==> config.mk <==
export PLATFORM = sky130hd
export DESIGN_NAME = mre_top
export DESIGN_NICKNAME = d
export VERILOG_FILES = /design/src/mre_pkg.sv /design/src/mre_wdt_pulse.sv /design/src/mre_addr_map.sv /design/src/mre_top.sv
export SDC_FILE = /design/constraint.sdc
export NUM_CORES = 1
export LEC_CHECK = 0
export ABC_CLOCK_PERIOD_IN_PS = 5450
export BUFFER_PORTS_ARGS = -buffer_cell sky130_fd_sc_hd__clkbuf_2
export CAP_MARGIN = 30
export CORE_MARGIN = 3
export CORE_UTILIZATION = 47
export DETAILED_ROUTE_END_ITERATION = 8
export PLACE_DENSITY = 0.85
export SLEW_MARGIN = 20
export SYNTH_ARGS = -nofsm -noshare
export SYNTH_HDL_FRONTEND = slang
export SYNTH_HIERARCHICAL = 1
export SYNTH_SLANG_ARGS = --single-unit
==> constraint.sdc <==
create_clock -name CLK_SYS -period 5.45 [get_ports CLK_SYS]
set_input_delay 0 -clock CLK_SYS [delete_from_list [all_inputs] [get_ports CLK_SYS]]
set_output_delay 0 -clock CLK_SYS [all_outputs]
set_load 0.02 [all_outputs]
==> src/mre_pkg.sv <==
`default_nettype none
package mre_pkg;
	// bus register byte addresses
	localparam logic [3:0]  ADR_MODE         = 4'h0;
	localparam logic [3:0]  ADR_CTRL         = 4'h4;
	localparam logic [3:0]  ADR_STAT         = 4'h8;
	// operating mode indication layout
	localparam int          MODE_LOWER_BIT   = 0;
	localparam int          MODE_UPPER_BIT   = 1;
	localparam int          EXP_PERMIT_BIT   = 7;
	localparam logic [7:0]  MODE_FIXED_ONES  = 8'h64;
	localparam logic [7:0]  MODE_FIXED_MASK  = 8'h7C;
	localparam logic        EXP_PERMIT_RESET = 1'h1;
	// control register layout
	localparam int          CTRL_RAM_EN_BIT  = 0;
	localparam int          CTRL_WDT_RST_BIT = 1;
	localparam logic [1:0]  CTRL_RESET       = 2'h1;
	// status register layout
	localparam int          STAT_EXT_BIT     = 0;
	localparam int          STAT_BLOCK_BIT   = 1;
	localparam int          STAT_HOLD_BIT    = 2;
	// strap encodings
	localparam logic [1:0]  MODE_NONE        = 2'h0;
	localparam logic [1:0]  MODE_EXP_NOROM   = 2'h1;
	localparam logic [1:0]  MODE_EXP_ROM     = 2'h2;
	localparam logic [1:0]  MODE_SINGLE      = 2'h3;
	// address map
	localparam logic [15:0] ROM_FIRST        = 16'h0000;
	localparam logic [15:0] ROM_LAST         = 16'h7FFF;
	localparam logic [15:0] RAM_FIRST        = 16'hFB80;
	localparam logic [15:0] RAM_LAST         = 16'hFF7F;
	localparam int          RAM_BYTES        = 1024;
	localparam logic [15:0] EXTWIN_FIRST     = 16'hFF80;
	localparam logic [15:0] EXTWIN_LAST      = 16'hFF87;
	localparam logic [15:0] REGS_FIRST       = 16'hFF88;
	localparam logic [15:0] RESET_VECTOR     = 16'h0000;
	// timing
	localparam logic [9:0]  WDT_PULSE_CYCLES = 10'h206;
	typedef enum logic [1:0] {SEQ_HOLD, SEQ_MASK, SEQ_VEC, SEQ_RUN} mre_seq_e;
endpackage : mre_pkg
`default_nettype wire

==> src/mre_wdt_pulse.sv <==
`default_nettype none
module mre_wdt_pulse (
	input  wire logic clk,
	input  wire logic rst_n,
	input  wire logic trigger,
	output logic      active_r
);
	logic [9:0] cnt_r;
	logic [9:0] len_r;
	wire        start = trigger && !active_r;
	wire        last  = active_r && (cnt_r == 10'h000);

	always_ff @(posedge clk or negedge rst_n) begin
		if (!rst_n) begin
			active_r <= 1'b0;
			cnt_r    <= 10'h000;
		end else if (start) begin
			active_r <= 1'b1;
			cnt_r    <= mre_pkg::WDT_PULSE_CYCLES - 10'h001;
		end else if (last) begin
			active_r <= 1'b0;
		end else if (active_r) begin
			cnt_r    <= cnt_r - 10'h001;
		end
	end

	// helper: length of the current pulse
	always_ff @(posedge clk or negedge rst_n) begin
		if (!rst_n) begin
			len_r <= 10'h000;
		end else if (active_r) begin
			len_r <= len_r + 10'h001;
		end else begin
			len_r <= 10'h000;
		end
	end
endmodule : mre_wdt_pulse
`default_nettype wire

==> src/mre_addr_map.sv <==
`default_nettype none
module mre_addr_map (
	input  wire logic [15:0] addr,
	input  wire logic [1:0]  mode,
	input  wire logic        ram_en,
	output logic             sel_rom,
	output logic             sel_ram,
	output logic             sel_regs,
	output logic             sel_ext
);
	wire expanded = (mode == mre_pkg::MODE_EXP_NOROM) || (mode == mre_pkg::MODE_EXP_ROM);
	wire rom_on   = (mode == mre_pkg::MODE_EXP_ROM) || (mode == mre_pkg::MODE_SINGLE);
	wire in_rom   = (addr >= mre_pkg::ROM_FIRST) && (addr <= mre_pkg::ROM_LAST);
	wire in_ram   = (addr >= mre_pkg::RAM_FIRST) && (addr <= mre_pkg::RAM_LAST);
	wire in_regs  = (addr >= mre_pkg::REGS_FIRST);
	wire live     = (mode != mre_pkg::MODE_NONE);

	assign sel_rom  = live && rom_on && in_rom;
	assign sel_ram  = live && in_ram && (ram_en || (mode == mre_pkg::MODE_SINGLE));
	assign sel_regs = live && in_regs;
	assign sel_ext  = expanded && !sel_rom && !sel_ram && !sel_regs;
endmodule : mre_addr_map
`default_nettype wire

==> src/mre_top.sv <==
// Contract
// - mode bits 1:0 read-only, mirror the two strap pins, upper to upper
// - every read of the mode register samples the strap pins afresh
// - without the expanded-permit function bit 7 always reads 1
// - reserved mode bits ignore writes; bits 6,5,2 read 1, bits 4,3 read 0
// - 1024-byte RAM sits at FB80 to FF7F in all three modes
// - reset outranks every interrupt and is detected on the system clock
// - interrupts start only at instruction end or exception sequence end
// - no interrupt detection at the boundary after a flag instruction
// - reset pin low or watchdog reset stops processing and initialises state
// - reset sequence starts on reset pin rising or watchdog pulse end
// - watchdog reset lasts exactly 518 system clocks
// - first sequence step sets the interrupt mask flag
// - program counter loads from the vector word at 0000/0001
// - all interrupts, NMI included, blocked right after reset
// - after a flag instruction interrupts wait until the next one runs
// - strap 00 inoperative, 01 expanded no ROM, 10 expanded ROM, 11 single
`default_nettype none
module mre_top #(
	parameter bit EXP_PERMIT_PRESENT = 1'b0
) (
	input  wire logic        CLK_SYS,
	input  wire logic        RST_N,
	input  wire logic [3:0]  WB_ADR_I,
	input  wire logic [31:0] WB_DAT_I,
	input  wire logic [3:0]  WB_SEL_I,
	input  wire logic        WB_WE_I,
	input  wire logic        WB_CYC_I,
	input  wire logic        WB_STB_I,
	output logic             WB_ACK_O,
	output logic [31:0]      WB_DAT_O,
	input  wire logic        RES_PIN_N,
	input  wire logic        STRAP_PIN_UPPER,
	input  wire logic        STRAP_PIN_LOWER,
	input  wire logic        WDT_OVERFLOW,
	input  wire logic        INSTR_END,
	input  wire logic        INSTR_FLAG_OP,
	input  wire logic        EXC_SEQ_END,
	input  wire logic        IRQ_PENDING,
	input  wire logic        NMI_PENDING,
	input  wire logic        CPU_IMASK,
	input  wire logic [15:0] VEC_DATA,
	input  wire logic        VEC_VALID,
	input  wire logic [15:0] CPU_ADDR,
	output logic             CORE_HOLD,
	output logic             FLAG_MASK_SET,
	output logic             VEC_REQ,
	output logic [15:0]      VEC_ADDR,
	output logic             PC_LOAD,
	output logic [15:0]      PC_VALUE,
	output logic             INT_TAKE,
	output logic             INT_IS_NMI,
	output logic             MODE_FAULT,
	output logic             DEC_ROM,
	output logic             DEC_RAM,
	output logic             DEC_REGS,
	output logic             DEC_EXT
);
	// pin synchronisers: reset pin and straps
	logic [2:0]       pin_meta_r;
	logic [2:0]       pin_sync_r;
	logic [1:0]       mode_bits_r;
	logic [1:0]       mode_run_r;
	logic             exp_permit_r;
	logic [1:0]       ctrl_r;
	logic             ext_cause_r;
	logic             block_r;
	logic             wdt_active;
	logic             sel_rom;
	logic             sel_ram;
	logic             sel_regs;
	logic             sel_ext;
	mre_pkg::mre_seq_e state_r;
	mre_pkg::mre_seq_e state_nxt;

	always_ff @(posedge CLK_SYS or negedge RST_N) begin
		if (!RST_N) begin
			pin_meta_r <= 3'h0;
			pin_sync_r <= 3'h0;
		end else begin
			pin_meta_r <= {RES_PIN_N, STRAP_PIN_UPPER, STRAP_PIN_LOWER};
			pin_sync_r <= pin_meta_r;
		end
	end

	wire       res_pin_s = pin_sync_r[2];
	wire [1:0] strap_s   = pin_sync_r[1:0];
	wire       in_reset  = !res_pin_s || wdt_active;

	mre_wdt_pulse u_wdt (
		.clk      (CLK_SYS),
		.rst_n    (RST_N),
		.trigger  (WDT_OVERFLOW && ctrl_r[mre_pkg::CTRL_WDT_RST_BIT]),
		.active_r (wdt_active)
	);

	// bus decode
	wire        bus_req  = WB_CYC_I && WB_STB_I && !WB_ACK_O;
	wire        hit_mode = (WB_ADR_I == mre_pkg::ADR_MODE);
	wire        hit_ctrl = (WB_ADR_I == mre_pkg::ADR_CTRL);
	wire        hit_stat = (WB_ADR_I == mre_pkg::ADR_STAT);
	wire        rd_mode  = bus_req && !WB_WE_I && hit_mode;
	wire        wr_ctrl  = bus_req && WB_WE_I && hit_ctrl && WB_SEL_I[0];
	wire        wr_mode  = bus_req && WB_WE_I && hit_mode && WB_SEL_I[0];
	wire        bit7_val = EXP_PERMIT_PRESENT ? exp_permit_r : 1'b1;
	wire [7:0]  mode_rd  = mre_pkg::MODE_FIXED_ONES
	                     | {bit7_val, 5'h00, strap_s};
	wire [7:0]  ctrl_rd  = {6'h00, ctrl_r};
	wire [7:0]  stat_rd  = {5'h00, CORE_HOLD, block_r, ext_cause_r};
	wire [7:0]  rd_byte  = hit_mode ? mode_rd :
	                       hit_ctrl ? ctrl_rd :
	                       hit_stat ? stat_rd : 8'h00;

	always_ff @(posedge CLK_SYS or negedge RST_N) begin
		if (!RST_N) begin
			WB_ACK_O <= 1'b0;
			WB_DAT_O <= 32'h00000000;
		end else begin
			WB_ACK_O <= bus_req;
			WB_DAT_O <= (bus_req && !WB_WE_I) ? {24'h000000, rd_byte} : 32'h00000000;
		end
	end

	// mode bits change only by strap capture, never by writes
	always_ff @(posedge CLK_SYS or negedge RST_N) begin
		if (!RST_N) begin
			mode_bits_r <= 2'h0;
		end else if (rd_mode || (state_r == mre_pkg::SEQ_HOLD && !in_reset)) begin
			mode_bits_r <= strap_s;
		end
	end

	always_ff @(posedge CLK_SYS or negedge RST_N) begin
		if (!RST_N) begin
			mode_run_r <= 2'h0;
		end else if (state_r == mre_pkg::SEQ_HOLD && !in_reset) begin
			mode_run_r <= strap_s;
		end
	end

	always_ff @(posedge CLK_SYS or negedge RST_N) begin
		if (!RST_N) begin
			exp_permit_r <= mre_pkg::EXP_PERMIT_RESET;
			ctrl_r       <= mre_pkg::CTRL_RESET;
		end else if (in_reset) begin
			exp_permit_r <= mre_pkg::EXP_PERMIT_RESET;
			ctrl_r       <= mre_pkg::CTRL_RESET;
		end else begin
			if (wr_mode && EXP_PERMIT_PRESENT) begin
				exp_permit_r <= WB_DAT_I[mre_pkg::EXP_PERMIT_BIT];
			end
			if (wr_ctrl) begin
				ctrl_r <= WB_DAT_I[1:0];
			end
		end
	end

	always_ff @(posedge CLK_SYS or negedge RST_N) begin
		if (!RST_N) begin
			ext_cause_r <= 1'b1;
		end else if (!res_pin_s) begin
			ext_cause_r <= 1'b1;
		end else if (wdt_active) begin
			ext_cause_r <= 1'b0;
		end
	end

	// reset exception sequence
	always_comb begin
		state_nxt = state_r;
		case (state_r)
			mre_pkg::SEQ_HOLD: begin
				if (!in_reset) state_nxt = mre_pkg::SEQ_MASK;
			end
			mre_pkg::SEQ_MASK: state_nxt = mre_pkg::SEQ_VEC;
			mre_pkg::SEQ_VEC: begin
				if (VEC_VALID) state_nxt = mre_pkg::SEQ_RUN;
			end
			mre_pkg::SEQ_RUN: state_nxt = mre_pkg::SEQ_RUN;
			default: state_nxt = mre_pkg::SEQ_HOLD;
		endcase
		if (in_reset) state_nxt = mre_pkg::SEQ_HOLD;
	end

	wire go_mask  = (state_r == mre_pkg::SEQ_HOLD) && !in_reset;
	wire vec_done = (state_r == mre_pkg::SEQ_VEC) && VEC_VALID && !in_reset;

	always_ff @(posedge CLK_SYS or negedge RST_N) begin
		if (!RST_N) begin
			state_r       <= mre_pkg::SEQ_HOLD;
			CORE_HOLD     <= 1'b1;
			FLAG_MASK_SET <= 1'b0;
			VEC_REQ       <= 1'b0;
			VEC_ADDR      <= mre_pkg::RESET_VECTOR;
			PC_LOAD       <= 1'b0;
			PC_VALUE      <= 16'h0000;
		end else begin
			state_r       <= state_nxt;
			CORE_HOLD     <= (state_nxt != mre_pkg::SEQ_RUN);
			FLAG_MASK_SET <= go_mask;
			VEC_REQ       <= (state_nxt == mre_pkg::SEQ_VEC);
			VEC_ADDR      <= mre_pkg::RESET_VECTOR;
			PC_LOAD       <= vec_done;
			if (vec_done) PC_VALUE <= VEC_DATA;
		end
	end

	// interrupt acceptance
	wire boundary  = INSTR_END || EXC_SEQ_END;
	wire flag_gap  = INSTR_END && INSTR_FLAG_OP;
	wire may_take  = (state_r == mre_pkg::SEQ_RUN) && !in_reset && !block_r && !flag_gap;
	wire want_irq  = IRQ_PENDING && !CPU_IMASK;
	wire take      = boundary && may_take && (NMI_PENDING || want_irq);

	always_ff @(posedge CLK_SYS or negedge RST_N) begin
		if (!RST_N) begin
			block_r    <= 1'b1;
			INT_TAKE   <= 1'b0;
			INT_IS_NMI <= 1'b0;
		end else begin
			if (state_r != mre_pkg::SEQ_RUN || in_reset) begin
				block_r <= 1'b1;
			end else if (INSTR_END) begin
				block_r <= INSTR_FLAG_OP;
			end
			INT_TAKE   <= take;
			INT_IS_NMI <= take && NMI_PENDING;
		end
	end

	// address map
	mre_addr_map u_map (
		.addr     (CPU_ADDR),
		.mode     (mode_run_r),
		.ram_en   (ctrl_r[mre_pkg::CTRL_RAM_EN_BIT]),
		.sel_rom  (sel_rom),
		.sel_ram  (sel_ram),
		.sel_regs (sel_regs),
		.sel_ext  (sel_ext)
	);

	always_ff @(posedge CLK_SYS or negedge RST_N) begin
		if (!RST_N) begin
			DEC_ROM    <= 1'b0;
			DEC_RAM    <= 1'b0;
			DEC_REGS   <= 1'b0;
			DEC_EXT    <= 1'b0;
			MODE_FAULT <= 1'b0;
		end else begin
			DEC_ROM    <= sel_rom;
			DEC_RAM    <= sel_ram;
			DEC_REGS   <= sel_regs;
			DEC_EXT    <= sel_ext;
			MODE_FAULT <= (mode_run_r == mre_pkg::MODE_NONE) && !CORE_HOLD;
		end
	end
endmodule : mre_top
`default_nettype wire

==> flow_summary.ini <==
[worst_hold_path]
min_from = INSTR_FLAG_OP
hp-class = in -> reg
min_path_cells = 4
holdPathEnd = block_r$_DFFE_PN1P_

[clock_tree]
hold_buffers = 44
clkTransAtPathRegs_ps = 70
cts_resized = 0
cts_inserted_buffers = 9
root_buffer = clkbuf_8
clock_latency_ps = 340
cts_tree = built
cts.sinks = 57
postCtsSetupRepairBufs = 0
clk_path_buf_depth = 2
cts.htree.levels = 3

[route]
drtAntennaViolNets = 0
drc = 0
wl_per_cell_um = 14.0
dr.first_iter.drc_count = 146
via_per_inst = 4.87
firstDrtPassIters = 4
wirelength_mm = 6.32
vias = 2205

[placement]
gp_congestion = 0.870
port_buffers = 85
dp_cells = 393
preCtsSetupSlack_ps = 3360
hpwl_mm = 4.27
dpl_cell_area_sq_um = 3140

[worst_setup_path]
path_cells = inv_1, ha_1, or4b_2, o31ai_1, o311ai_0
r2r_setup_slack_ps = 3370
path_class = reg -> reg
r2r_end = u_wdt/cnt_r[2]$_DFFE_PN0P_
max_stage_delay_ps = 620
cp_data_arrival_time_ps = 2270
crit_path_end_kind = register
r2r.worst_path.cells = 5
slowest_stage = or4b_2
critPathLaunchType = register
crit_required_ps = 5640
worstReg2RegStart = u_wdt/cnt_r[0]$_DFFE_PN0P_
cp_max_fo = 6

[timing]
holdWs_ps = 45.2
fin_tns_setup_ps = 0
rsz0062_at_grt = false
period_share_pct = 38.2
min_period_ps = 2080
slew_violations = 0
tightest_slew_ps = 685
fmax_mhz = 480
setup_viol = 0
max_slew_margin_pct = 54.3
fin_worst_skew_ps = 7.45
hold_viol = 0
setup_slack_ps = 3370

[layout]
stdcell_count = 453
areaGrowthSynthToFinish_pct = 34.9
fin_nets = 468
final_common_cell = clkbuf_2
drive_above_1_share_pct = 34.9
mostFrequentLayoutCells = clkbuf_2, dfrtp_1, dlygate4sd3_1
finalInstanceArea_sq_um = 3790
utilization_pct = 67.3
antenna_cells = 0

[synthesis]
synth_area_sq_um = 2810
synth-async-reset-ratio_pct = 100
synthCells = 240
synth_cell_types = 53
synth_area_per_cell_sq_um = 11.7
ys.flop_type = dfrtp_1
ys_ff_latch = 57
ys_warn_count = 6
synth-edff-count = 0
ys_seq_area_share_pct = 50.9

[floorplan]
die_h_um = 83.4
io_pins = 164
start_util_pct = 49.9
rows = 27
core_area_sq_um = 5640
fp.dieArea_sq_um = 6950
fp.dieW_um = 83.4

[power]
worst_ir_drop_vdd_mv = 0.256
fin_total_pwr_mw = 1.33
power.density_nw_per_um2 = 350
power_leakage_nw = 1.96

[global_route]
grt_pass1_wl_mm = 10.7
grt_max_degree = 58
grt_use_total_pct = 19.4
grt_pass1_vias = 2273
overflow = 0
antenna_found_initial = 0

[outcome]
status = completed

[run]
drv_cap = 0
-- final cells by class --
cell class                 count  area [sq um]
clock buffer                  10           128
clock inverter                 6          82.6
fill                         416          1850
inverter                      12          45.0
multi-input combinational    166          1140
sequential                    57          1430
tap                           72          90.1
timing repair buffer         130           873
-- where the power goes --
| group | total [mW] | internal [mW] | switching, mW |
|---|---|---|---|
| combinational | 0.344 | 0.149 | 0.195 |
| clock | 0.421 | 0.255 | 0.167 |
| sequential | 0.563 | 0.502 | 0.0611 |
-- how the worst max path moves through the flow --
stage | startpoint | end | cells past startpoint
after global routing | u_wdt/cnt_r[1]$_DFFE_PN0P_ | u_wdt/cnt_r[2]$_DFFE_PN0P_ | 5
after global placement | u_wdt/cnt_r[0]$_DFFE_PN0P_ | u_wdt/cnt_r[2]$_DFFE_PN0P_ | 5
after CTS | u_wdt/cnt_r[0]$_DFFE_PN0P_ | u_wdt/cnt_r[2]$_DFFE_PN0P_ | 5
after detailed placement | u_wdt/cnt_r[0]$_DFFE_PN0P_ | u_wdt/cnt_r[2]$_DFFE_PN0P_ | 5
final | u_wdt/cnt_r[0]$_DFFE_PN0P_ | u_wdt/cnt_r[2]$_DFFE_PN0P_ | 5
after floorplan | u_wdt/cnt_r[1]$_DFFE_PN0P_ | u_wdt/cnt_r[7]$_DFFE_PN0P_ | 4
-- cells in the mapped netlist (all sizes together), types with 2 or more instances --
cell type	number	area [sq um]
nand3	5	25.0
nor3	9	50.1
nor4b	3	32.5
or3	2	12.5
nor2b	5	38.8
nor4	4	40.0
nor2	14	52.6
a21oi	2	10.0
o21ai	8	40.0
mux2	18	236
dfrtp	53	1330
or4	5	41.3
mux2i	3	30.0
dfstp	4	105
nand4	3	18.8
inv	12	45.0
buf	45	342
ha	4	50.1
o31ai	3	22.5
nand2	8	30.0
o211ai	2	15.0
nand2b	4	25.0
-- state kept, by name, indices dropped and copies added, names as in the netlist, 2 cells and up --
name         flops
PC_VALUE        16
u_wdt/cnt_r     10
WB_DAT_O         4
pin_meta_r       3
pin_sync_r       3
ctrl_r           2
mode_run_r       2
state_r          2
-- logic make-up after synthesis --
family | synth area share (%)
muxes | 9.48
other | 0.133
AOI/OAI and AO/OA | 7.21
xor gates and xnor gates | 0.311
buffers and inverters | 13.9
adders and majority gates | 1.78
DFF | 50.9
and+or+nand+nor | 16.3
-- worst max-delay path: cells and delay by family (launching register included) --
family                     cells  cell delay, ps
adders and majority gates      1             230
and+or+nand+nor                1             620
buffers and inverters          1              70
AOI/OAI and AO/OA              2             610
DFF                            1             410
-- per-layer routing --
metal  part of all wire [%]  track usage (%)
met5                      0                0
met4                    2.1             8.47
met1                     37             22.3
met2                     53             33.2
met3                    8.2             5.75
Power figures use the tool's default switching activity.
